$ cat config.mk
export PLATFORM = sky130hd
export DESIGN_NAME = spwp_top
export DESIGN_NICKNAME = d
export VERILOG_FILES = /design/src/core/spwp_pkg.sv /design/src/core/spwp_top.sv
export VERILOG_INCLUDE_DIRS = /design/src /design/src/core
export SDC_FILE = /design/constraint.sdc
export NUM_CORES = 1
export LEC_CHECK = 0
export BUFFER_PORTS_ARGS = -buffer_cell sky130_fd_sc_hd__buf_2
export CELL_PAD_IN_SITES_DETAIL_PLACEMENT = 1
export CELL_PAD_IN_SITES_GLOBAL_PLACEMENT = 2
export CORE_ASPECT_RATIO = 0.8
export CORE_MARGIN = 10
export CORE_UTILIZATION = 33
export CTS_CLUSTER_DIAMETER = 150
export CTS_CLUSTER_SIZE = 8
export DETAILED_ROUTE_END_ITERATION = 8
export PLACE_DENSITY = 0.78
export SKIP_CTS_REPAIR_TIMING = 1
export SLEW_MARGIN = 5
export SYNTH_ARGS = -nofsm -noshare
export SYNTH_HDL_FRONTEND = slang
export SYNTH_SLANG_ARGS = --single-unit
$ cat constraint.sdc
create_clock -name clk_sys -period 6.6 [get_ports clk_sys]
set_input_delay 0.99 -clock clk_sys [delete_from_list [all_inputs] [get_ports clk_sys]]
set_output_delay 0.99 -clock clk_sys [all_outputs]
set_load 0.01 [all_outputs]
$ cat src/core/spwp_cfg.svh
`ifndef SPWP_CFG_SVH
`define SPWP_CFG_SVH

// command codes
`define SPWP_CMD_WEN    8'h06
`define SPWP_CMD_WDIS   8'h04
`define SPWP_CMD_RSTAT  8'h05
`define SPWP_CMD_WSTAT  8'h01
`define SPWP_CMD_READ   8'h03
`define SPWP_CMD_FREAD  8'h0b
`define SPWP_CMD_DREAD  8'h3b
`define SPWP_CMD_PROG   8'h02
`define SPWP_CMD_SECT   8'h20
`define SPWP_CMD_BLK32  8'h52
`define SPWP_CMD_BLK64  8'hd8
`define SPWP_CMD_CHIPA  8'h60
`define SPWP_CMD_CHIPB  8'hc7
`define SPWP_CMD_DPD    8'hb9
`define SPWP_CMD_REL    8'hab

// bit counts within a frame
`define SPWP_CNT_MAX    16'hffff
`define SPWP_CNT_OPC    16'h0008
`define SPWP_CNT_WSTAT  16'h0010
`define SPWP_CNT_ADDR   16'h0020
`define SPWP_CNT_FAST   16'h0028
`define SPWP_CNT_PROG   16'h0028

// status word layout
`define SPWP_ST_LOCK    7
`define SPWP_ST_RS_HI   4
`define SPWP_ST_RS_LO   2

// protected limits, exclusive end address
`define SPWP_LIM_NONE   24'h000000
`define SPWP_LIM_L1     24'h01e000
`define SPWP_LIM_L2     24'h01c000
`define SPWP_LIM_L3     24'h018000
`define SPWP_LIM_L4     24'h010000
`define SPWP_LIM_LALL   24'h020000
`define SPWP_LIM_S1     24'h00e000
`define SPWP_LIM_S2     24'h00c000
`define SPWP_LIM_S3     24'h008000
`define SPWP_LIM_SALL   24'h010000
`define SPWP_MASK_SECT  24'hfff000
`define SPWP_MASK_B32   24'hff8000
`define SPWP_MASK_B64   24'hff0000

// timing, in ns
`define SPWP_CLK_NS     4
`define SPWP_T_PROG_NS  600000
`define SPWP_T_SECT_NS  60000000
`define SPWP_T_B32_NS   200000000
`define SPWP_T_B64_NS   350000000
`define SPWP_T_CHIP_NS  1000000000
`define SPWP_T_WSTAT_NS 5000000

// register map
`define SPWP_REG_STATUS 8'h00
`define SPWP_REG_CTRL   8'h04
`define SPWP_REG_EVENT  8'h08
`define SPWP_RESP_OKAY  2'b00
`define SPWP_RESP_SLV   2'b10

`endif

$ cat src/core/spwp_pkg.sv
package spwp_pkg;

  typedef enum logic {
    ENG_IDLE = 1'b0,
    ENG_BUSY = 1'b1
  } spwp_eng_t;

  typedef struct packed {
    logic        awvalid;
    logic [7:0]  awaddr;
    logic        wvalid;
    logic [31:0] wdata;
    logic [3:0]  wstrb;
    logic        bready;
    logic        arvalid;
    logic [7:0]  araddr;
    logic        rready;
  } spwp_axi_req_t;

  typedef struct packed {
    logic        awready;
    logic        wready;
    logic        bvalid;
    logic [1:0]  bresp;
    logic        arready;
    logic        rvalid;
    logic [31:0] rdata;
    logic [1:0]  rresp;
  } spwp_axi_rsp_t;

  typedef struct packed {
    logic sclk;
    logic cs_n;
    logic lane0_in;
    logic wp_n;
  } spwp_pin_in_t;

  typedef struct packed {
    logic lane0_out;
    logic lane0_oe;
    logic lane1_out;
    logic lane1_oe;
  } spwp_pin_out_t;

  typedef struct packed {
    logic        start;
    logic [7:0]  code;
    logic [23:0] addr;
  } spwp_op_t;

endpackage : spwp_pkg

$ cat src/core/spwp_top.sv
// How it works
// works with host clock mode 0 or 3
// input bits taken on rising serial clock
// output bits change on falling serial clock
// dual read drives both data lanes
// write enable command sets latch flag
// latch clears: reset, disable, writes complete
// deep power-down ignores all but release
// status word field layout, two read-only
// busy flag high during internal operations
// latch low rejects status write, program, erase
// region bits change only by status write
// program/erase into protected region refused
// whole erase only with region bits zero
// region decode for large variant
// region decode for small variant
// region bits frozen when hardware protected
// lock bit low: write needs latch only
// lock high, guard low: writes refused
// lock high, guard high: write after enable
// write commands need whole bytes
// write disable ignored while busy
// host sends enable before status write
// block overlapping protection left untouched
//
// Decided for this implementation: the AXI4-Lite interface to the registers and the register offsets.
`timescale 1ns/1ps
`include "spwp_cfg.svh"

module spwp_top #(
  parameter int PROG_CYC  = `SPWP_T_PROG_NS / `SPWP_CLK_NS,
  parameter int SECT_CYC  = `SPWP_T_SECT_NS / `SPWP_CLK_NS,
  parameter int B32_CYC   = `SPWP_T_B32_NS / `SPWP_CLK_NS,
  parameter int B64_CYC   = `SPWP_T_B64_NS / `SPWP_CLK_NS,
  parameter int CHIP_CYC  = `SPWP_T_CHIP_NS / `SPWP_CLK_NS,
  parameter int WSTAT_CYC = `SPWP_T_WSTAT_NS / `SPWP_CLK_NS
) (
  // clock and reset
  input  wire logic                   clk_sys,
  input  wire logic                   rst,
  // register bus
  input  wire spwp_pkg::spwp_axi_req_t axi_req,
  output spwp_pkg::spwp_axi_rsp_t      axi_rsp,
  // serial pins
  input  wire spwp_pkg::spwp_pin_in_t  pin_in,
  output spwp_pkg::spwp_pin_out_t      pin_out,
  // array side
  input  wire logic [7:0]              mem_rdata,
  output spwp_pkg::spwp_op_t           op
);

  typedef struct packed {
    logic [1:0]              s_sclk;
    logic [1:0]              s_cs;
    logic [1:0]              s_d0;
    logic [1:0]              s_wp;
    logic                    sclk_d;
    logic                    cs_d;
    logic [15:0]             cnt;
    logic [31:0]             shf;
    logic [7:0]              opc;
    logic [23:0]             addr;
    logic [7:0]              wbyte;
    logic                    lock;
    logic [2:0]              rsel;
    logic                    latch;
    spwp_pkg::spwp_eng_t     eng;
    logic [27:0]             tmr;
    logic [7:0]              pend;
    logic [7:0]              pend_stat;
    logic                    dpd;
    logic                    var64;
    logic [7:0]              last_op;
    logic                    last_ok;
    logic                    last_ref;
    logic                    aw_hold;
    logic [7:0]              aw_addr;
    logic                    w_hold;
    logic [31:0]             w_data;
    logic [3:0]              w_strb;
    spwp_pkg::spwp_axi_rsp_t rsp;
    spwp_pkg::spwp_pin_out_t pins;
    spwp_pkg::spwp_op_t      op;
  } spwp_state_t;

  spwp_state_t st;
  spwp_state_t next_st;

  logic        rise;
  logic        fall;
  logic        cs_low;
  logic        cs_up;
  logic        bit_in;
  logic [7:0]  stat;
  logic [23:0] lim;
  logic        byte_ok;
  logic        hw_lock;
  logic        can_wr;
  logic        accept;
  logic        refuse;
  logic [27:0] load;
  logic [23:0] base;

  // region decode
  always_comb begin
    if (st.var64) begin
      unique casez (st.rsel)
        3'b000: lim = `SPWP_LIM_NONE;
        3'b001: lim = `SPWP_LIM_S1;
        3'b010: lim = `SPWP_LIM_S2;
        3'b011: lim = `SPWP_LIM_S3;
        3'b1??: lim = `SPWP_LIM_SALL;
      endcase
    end else begin
      unique casez (st.rsel)
        3'b000: lim = `SPWP_LIM_NONE;
        3'b001: lim = `SPWP_LIM_L1;
        3'b010: lim = `SPWP_LIM_L2;
        3'b011: lim = `SPWP_LIM_L3;
        3'b100: lim = `SPWP_LIM_L4;
        3'b101: lim = `SPWP_LIM_LALL;
        3'b11?: lim = `SPWP_LIM_LALL;
      endcase
    end
  end

  always_comb begin
    next_st = st;
    accept  = 1'b0;
    refuse  = 1'b0;
    load    = '0;
    base    = '0;
    // pins through two flops
    next_st.s_sclk = {st.s_sclk[0], pin_in.sclk};
    next_st.s_cs   = {st.s_cs[0], pin_in.cs_n};
    next_st.s_d0   = {st.s_d0[0], pin_in.lane0_in};
    next_st.s_wp   = {st.s_wp[0], pin_in.wp_n};
    next_st.sclk_d = st.s_sclk[1];
    next_st.cs_d   = st.s_cs[1];
    // edges found whatever the idle level
    rise    = st.s_sclk[1] & ~st.sclk_d;
    fall    = ~st.s_sclk[1] & st.sclk_d;
    cs_low  = ~st.s_cs[1];
    cs_up   = st.s_cs[1] & ~st.cs_d;
    bit_in  = st.s_d0[1];
    byte_ok = (st.cnt[2:0] == 3'b000);
    // status word
    stat    = {st.lock, 2'b00, st.rsel, st.latch, st.eng == spwp_pkg::ENG_BUSY};
    // hardware protected condition
    hw_lock = st.lock & ~st.s_wp[1];
    // write gate
    can_wr  = st.latch & (st.eng == spwp_pkg::ENG_IDLE);
    next_st.op.start = 1'b0;

    if (cs_low & st.cs_d) begin
      next_st.cnt = '0;
    end
    // shift on rising edge
    if (cs_low & rise) begin
      next_st.shf = {st.shf[30:0], bit_in};
      if (st.cnt != `SPWP_CNT_MAX) begin
        next_st.cnt = st.cnt + 16'h0001;
      end
      if (st.cnt == `SPWP_CNT_OPC - 16'h0001) begin
        next_st.opc = {st.shf[6:0], bit_in};
      end
      if (st.cnt == `SPWP_CNT_WSTAT - 16'h0001) begin
        next_st.wbyte = {st.shf[6:0], bit_in};
      end
      if (st.cnt == `SPWP_CNT_ADDR - 16'h0001) begin
        next_st.addr = {st.shf[22:0], bit_in};
      end
    end
    // drive on falling edge
    if (cs_low & fall & ~st.dpd & (st.cnt >= `SPWP_CNT_OPC)) begin
      unique case (st.opc)
        `SPWP_CMD_RSTAT: begin
          next_st.pins.lane1_out = stat[~st.cnt[2:0]];
          next_st.pins.lane1_oe  = 1'b1;
        end
        `SPWP_CMD_READ: begin
          if (st.cnt >= `SPWP_CNT_ADDR) begin
            next_st.pins.lane1_out = mem_rdata[~st.cnt[2:0]];
            next_st.pins.lane1_oe  = 1'b1;
          end
        end
        `SPWP_CMD_FREAD: begin
          if (st.cnt >= `SPWP_CNT_FAST) begin
            next_st.pins.lane1_out = mem_rdata[~st.cnt[2:0]];
            next_st.pins.lane1_oe  = 1'b1;
          end
        end
        // two bits per clock
        `SPWP_CMD_DREAD: begin
          if (st.cnt >= `SPWP_CNT_FAST) begin
            next_st.pins.lane1_out = mem_rdata[{~st.cnt[1:0], 1'b1}];
            next_st.pins.lane0_out = mem_rdata[{~st.cnt[1:0], 1'b0}];
            next_st.pins.lane1_oe  = 1'b1;
            next_st.pins.lane0_oe  = 1'b1;
          end
        end
        default: begin
        end
      endcase
    end

    // frame end executes
    if (cs_up) begin
      next_st.pins.lane0_oe = 1'b0;
      next_st.pins.lane1_oe = 1'b0;
      if (st.cnt >= `SPWP_CNT_OPC) begin
        // only release acts in power-down
        if (st.opc == `SPWP_CMD_REL) begin
          next_st.dpd = 1'b0;
        end else if (!st.dpd) begin
          unique case (st.opc)
            // set latch
            `SPWP_CMD_WEN: begin
              if (st.cnt == `SPWP_CNT_OPC && st.eng == spwp_pkg::ENG_IDLE) begin
                next_st.latch = 1'b1;
              end
            end
            // clear latch when idle
            `SPWP_CMD_WDIS: begin
              if (st.cnt == `SPWP_CNT_OPC && st.eng == spwp_pkg::ENG_IDLE) begin
                next_st.latch = 1'b0;
              end
            end
            // status write gate
            `SPWP_CMD_WSTAT: begin
              if (st.cnt == `SPWP_CNT_WSTAT && can_wr && !hw_lock) begin
                accept = 1'b1;
                load   = 28'(WSTAT_CYC - 1);
              end else begin
                refuse = 1'b1;
              end
            end
            // program outside region
            `SPWP_CMD_PROG: begin
              if (st.cnt >= `SPWP_CNT_PROG && byte_ok && can_wr && st.addr >= lim) begin
                accept = 1'b1;
                load   = 28'(PROG_CYC - 1);
              end else begin
                refuse = 1'b1;
              end
            end
            `SPWP_CMD_SECT: begin
              base = st.addr & `SPWP_MASK_SECT;
              if (st.cnt == `SPWP_CNT_ADDR && can_wr && base >= lim) begin
                accept = 1'b1;
                load   = 28'(SECT_CYC - 1);
              end else begin
                refuse = 1'b1;
              end
            end
            // block start below limit overlaps
            `SPWP_CMD_BLK32: begin
              base = st.addr & `SPWP_MASK_B32;
              if (st.cnt == `SPWP_CNT_ADDR && can_wr && base >= lim) begin
                accept = 1'b1;
                load   = 28'(B32_CYC - 1);
              end else begin
                refuse = 1'b1;
              end
            end
            `SPWP_CMD_BLK64: begin
              base = st.addr & `SPWP_MASK_B64;
              if (st.cnt == `SPWP_CNT_ADDR && can_wr && base >= lim) begin
                accept = 1'b1;
                load   = 28'(B64_CYC - 1);
              end else begin
                refuse = 1'b1;
              end
            end
            // whole erase only unprotected
            `SPWP_CMD_CHIPA, `SPWP_CMD_CHIPB: begin
              if (st.cnt == `SPWP_CNT_OPC && can_wr && st.rsel == 3'b000) begin
                accept = 1'b1;
                load   = 28'(CHIP_CYC - 1);
              end else begin
                refuse = 1'b1;
              end
            end
            `SPWP_CMD_DPD: begin
              if (st.cnt == `SPWP_CNT_OPC && st.eng == spwp_pkg::ENG_IDLE) begin
                next_st.dpd = 1'b1;
              end
            end
            default: begin
            end
          endcase
        end
      end
      if (accept | refuse) begin
        next_st.last_op  = st.opc;
        next_st.last_ok  = accept;
        next_st.last_ref = refuse;
      end
      // busy starts
      if (accept) begin
        next_st.eng       = spwp_pkg::ENG_BUSY;
        next_st.tmr       = load;
        next_st.pend      = st.opc;
        next_st.pend_stat = st.wbyte;
        next_st.op.start  = 1'b1;
        next_st.op.code   = st.opc;
        next_st.op.addr   = st.addr;
      end
    end

    // busy ends
    if (st.eng == spwp_pkg::ENG_BUSY) begin
      if (st.tmr == '0) begin
        next_st.eng   = spwp_pkg::ENG_IDLE;
        // latch cleared on completion
        next_st.latch = 1'b0;
        // region bits from status write
        if (st.pend == `SPWP_CMD_WSTAT) begin
          next_st.lock = st.pend_stat[`SPWP_ST_LOCK];
          next_st.rsel = st.pend_stat[`SPWP_ST_RS_HI:`SPWP_ST_RS_LO];
        end
      end else begin
        next_st.tmr = st.tmr - 28'h0000001;
      end
    end

    // bus write side
    if (axi_req.awvalid & st.rsp.awready) begin
      next_st.aw_hold     = 1'b1;
      next_st.aw_addr     = axi_req.awaddr;
      next_st.rsp.awready = 1'b0;
    end
    if (axi_req.wvalid & st.rsp.wready) begin
      next_st.w_hold     = 1'b1;
      next_st.w_data     = axi_req.wdata;
      next_st.w_strb     = axi_req.wstrb;
      next_st.rsp.wready = 1'b0;
    end
    if (st.aw_hold & st.w_hold & ~st.rsp.bvalid) begin
      next_st.aw_hold    = 1'b0;
      next_st.w_hold     = 1'b0;
      next_st.rsp.bvalid = 1'b1;
      next_st.rsp.bresp  = `SPWP_RESP_OKAY;
      unique case (st.aw_addr)
        `SPWP_REG_CTRL: begin
          if (st.w_strb[0]) begin
            next_st.var64 = st.w_data[0];
          end
        end
        `SPWP_REG_STATUS, `SPWP_REG_EVENT: begin
        end
        default: next_st.rsp.bresp = `SPWP_RESP_SLV;
      endcase
    end
    if (st.rsp.bvalid & axi_req.bready) begin
      next_st.rsp.bvalid  = 1'b0;
      next_st.rsp.awready = 1'b1;
      next_st.rsp.wready  = 1'b1;
    end

    // bus read side
    if (axi_req.arvalid & st.rsp.arready) begin
      next_st.rsp.arready = 1'b0;
      next_st.rsp.rvalid  = 1'b1;
      next_st.rsp.rresp   = `SPWP_RESP_OKAY;
      unique case (axi_req.araddr)
        `SPWP_REG_STATUS: next_st.rsp.rdata = {23'h000000, st.dpd, stat};
        `SPWP_REG_CTRL:   next_st.rsp.rdata = {31'h00000000, st.var64};
        `SPWP_REG_EVENT:  next_st.rsp.rdata = {22'h000000, st.last_ref, st.last_ok, st.last_op};
        default: begin
          next_st.rsp.rdata = '0;
          next_st.rsp.rresp = `SPWP_RESP_SLV;
        end
      endcase
    end
    if (st.rsp.rvalid & axi_req.rready) begin
      next_st.rsp.rvalid  = 1'b0;
      next_st.rsp.arready = 1'b1;
    end
  end

  always_ff @(posedge clk_sys or posedge rst) begin
    if (rst) begin
      st             <= '0;
      st.s_cs        <= 2'b11;
      st.cs_d        <= 1'b1;
      st.s_wp        <= 2'b11;
      st.rsp.awready <= 1'b1;
      st.rsp.wready  <= 1'b1;
      st.rsp.arready <= 1'b1;
    end else begin
      st <= next_st;
    end
  end

  assign axi_rsp = st.rsp;
  assign pin_out = st.pins;
  assign op      = st.op;

endmodule : spwp_top

==> out/metrics.csv <==
stage;metric;value;unit
setup_path;slowest_stage;dfrtp_1;
clock_tree;htree_levels;1;
timing;grt_setup_unrepaired;false;
cells_and_area;drive_above_1_share;0.236;
timing;finalSetupViolCount;0;
synthesis;yosysTopAreaCellShare;0.472;
synthesis;synth-main-ff-cell;dfrtp_1;
setup_path;rr_startpoint;st[258];
cells_and_area;instances_no_fill;1456;
global_route;grt_pass1_vias;7783;
synthesis;yosys-top-cells-area;dfrtp_1 (47%), mux2_2 (9.1%), buf_4 (5.9%);
setup_path;startpoint;st[258];
floorplanning;num_rows;57;
synthesis;avgSynthCellArea;10.3;um^2
setup_path;crit_path_end;st[271];
timing;fin_worst_skew;0.0214;ns
synthesis;muxShareOfSynthArea;0.124;
global_route;grt_max_degree;104;
power;power.density;256;nW/um^2
clock_tree;insertion_delay;0.54;ns
synthesis;yosysUniqueCellTypes;78;
synthesis;synth_seq_cells;201;
timing;timing.setup.tns;0;ns
clock_tree;cts.path.max_buffers;3;
timing;slew_violations;0;
routing;drc;0;
cells_and_area;area_growth;11.4;%
setup_path;required;6.99;ns
clock_tree;cts_made_buffers;29;
min_path;hold_class;flip-flop to flip-flop;
global_route;grtUsageTotal;0.139;
global_route;antenna_found_initial;0;
setup_path;r2r_cells;9;
timing;worst_slew_pin_slew;1.04;ns
timing;clock.fmax;267;MHz
setup_path;cp.arrival;4.14;ns
floorplanning;dieArea;38500;um^2
clock_tree;clk_pin_slew_worst_paths;0.05;ns
synthesis;ys_warn_count;0;
global_route;grt.overflow.total;0;
job;cap_violations;0;
status;status;finished, final reports clean;
synthesis;synth_enable_flop_cells;0;
timing;post-route-min-period;3.75;ns
cells_and_area;utilization;0.374;
timing;hold_viol;0;
synthesis;synth_fa_ha_area_frac;0.00979;
setup_path;critical_path_class;flip-flop to flip-flop;
floorplanning;pin_count;149;
floorplanning;die_h;177;um
synthesis;yosys.area_share.simple;0.177;
synthesis;netlist.top_cell.by_area;dfrtp_1;
setup_path;critPathMaxStageDelay;0.68;ns
synthesis;syn_inst;991;
routing;via_count;7329;
setup_path;r2r_slack;2.85;ns
place;gp_congestion;0.835;
synthesis;syn_area;10200;um^2
place;io_buffers;90;
synthesis;synth_compound_area_frac;0.0963;
setup_path;path_max_fanout;13;
power;leakagePower;5.55;nW
routing;drt-initial-drc-count;391;
place;numPlacedInstances;1403;
floorplanning;core_area;30500;um^2
clock_tree;tritoncts;built;
cells_and_area;nNetsFinal;1100;
setup_path;cp-start-kind;flip-flop;
timing;relSlewSlack;0.298;
routing;detail_route.first_pass.iterations;4;
synthesis;synth-xor-area-share;0.0128;
routing;postRouteWirelength;27000;um
floorplanning;start_util;0.336;
cells_and_area;antenna_cells;0;
cells_and_area;fillCellCount;3471;
routing;routed_via_density;5.03;
synthesis;synth_seq_area_share;0.493;
power;ir_worst_vdd;0.000182;V
global_route;grt_pass1_wl;43700;um
timing;period_share;0.568;
place;hpwl;19200;um
floorplanning;die_w;217;um
synthesis;async_reset_ff_frac;1.00;
setup_path;r2r_end;st[271];
synthesis;synth_top_family_by_area;simple AND/OR/NAND/NOR gates;
setup_path;path_cells;ha_1 > nand3_1 > or4_1 > or2_2 > o21ai_1 > buf_4 > and2_1 > o21ai_0 > o41ai_1;
routing;post_drt_wl_per_cell;18.5;um
setup_path;cp-end-kind;flip-flop;
routing;ant_nets;0;
clock_tree;clock-root-buffer;clkbuf_16;
clock_tree;cts.sinks;201;
[registers in the layout, summed over array words and instances, names as in the netlist]
| signal | cells |
|---|---|
| st | 140 |
| op | 33 |
| axi_rsp | 17 |
| next_st | 6 |
| pin_out | 4 |
| bit_in | 1 |
[report_power, final]
| part | switching (W) | internal, W | total [W] |
|---|---|---|---|
| clock network | 0.000536 | 0.000818 | 0.00135 |
| logic | 0.000111 | 0.0000816 | 0.000193 |
| registers | 0.0000601 | 0.00131 | 0.00137 |
| total | 0.000707 | 0.00221 | 0.00292 |
[layout by cell type, fill, tap and decap left out, types with 4 or more instances in the layout]
master	instances
dfrtp_1	193
nand2_1	138
buf_2	90
mux2_2	83
nor2_1	55
o21ai_0	54
nor3_1	30
a21oi_1	29
clkbuf_16	29
nand3_1	27
inv_1	24
conb_1	24
clkbuf_1	23
nor4_1	18
mux2i_1	12
nand4_1	11
nand2b_1	10
mux2_1	9
xnor2_1	9
and3_1	8
and2_1	8
a31oi_1	8
ha_1	8
dfstp_2	8
buf_4	8
or3_1	6
nor2b_1	6
or4_1	6
xor2_1	6
a211oi_1	6
nor4b_1	5
mux4_2	5
o31ai_1	5
a32o_1	4
nand3b_1	4
nand4b_1	4
o41ai_1	4
[synth_stat cells (5+ instances only)]
master and number:
a21oi_1 29, clkbuf_1 26, nor2b_1 6, o21ai_0 54, xnor2_1 9, a211oi_1 6
nand3_1 27, ha_1 8, dfrtp_1 193, or4_1 6, nor4b_1 5, buf_4 81
nand2_1 138, and2_1 8, buf_2 11, mux2_2 83, and3_1 8, nand2b_1 10
nor4_1 18, or3_1 6, inv_1 25, a31oi_1 8, nor2_1 55, mux2_1 9
nor3_1 30, mux2i_1 12, o31ai_1 5, nand4_1 11, mux4_2 5, dfstp_2 8
xor2_1 6
[metrics by stage]
step                worst slack, ns  hold slack, ns  total power, W  cell area (um^2)
floorplan                     0.141           0.331         0.00154             10300
global placement               2.96           0.336         0.00158             10600
detailed placement             2.88           0.350         0.00159             10600
CTS                            2.85           0.358         0.00297             11400
global route                   2.56           0.364         0.00306             11400
finish                         2.85           0.352         0.00292             11400
[cell families after synthesis]
family	after synthesis
compound gates	150
xor+xnor	15
fa+ha+maj	8
buf+inv	148
flops	201
mux	109
other cells	1
simple gates	359
[cell type report]
| type | instances | area [um^2] | share of cell area |
|---|---|---|---|
| clock buffer | 52 | 812 | 0.0713 |
| clock inverter | 1 | 8.76 | 0.000769 |
| tap | 413 | 517 | 0.0454 |
| inverter | 26 | 105 | 0.00923 |
| timing repair buffer | 98 | 510 | 0.0448 |
| multi-input combinational | 665 | 4400 | 0.386 |
| sequential | 201 | 5040 | 0.443 |
[worst min-delay path by stage]
stage / start / end / slack [ns] / cells after the start
detailed placement: next_st[279] / bit_in / 0.35 / 0
CTS: next_st[283] / next_st[275] / 0.36 / 0
global route: next_st[281] / next_st[274] / 0.36 / 0
global placement: next_st[283] / next_st[275] / 0.34 / 0
floorplan: next_st[279] / bit_in / 0.33 / 0
finish: next_st[283] / next_st[275] / 0.35 / 0
[worst max-delay path, delay by kind of cell, from the launching register on]
| family | cells | cell delay [ns] |
|---|---|---|
| flops | 1 | 0.68 |
| buf+inv | 1 | 0.29 |
| fa+ha+maj | 1 | 0.34 |
| compound gates | 3 | 0.86 |
| simple gates | 4 | 1.42 |
[routing by layer]
| layer | vias up | GRT usage | wire (um) |
|---|---|---|---|
| met5 | - | 0 | 0 |
| met4 | 0 | 0.0288 | 395 |
| met3 | 31 | 0.0296 | 1340 |
| met2 | 125 | 0.212 | 11800 |
| met1 | 3692 | 0.198 | 13500 |
| li1 | 3481 | - | - |
(Power assumes the default switching activity.)
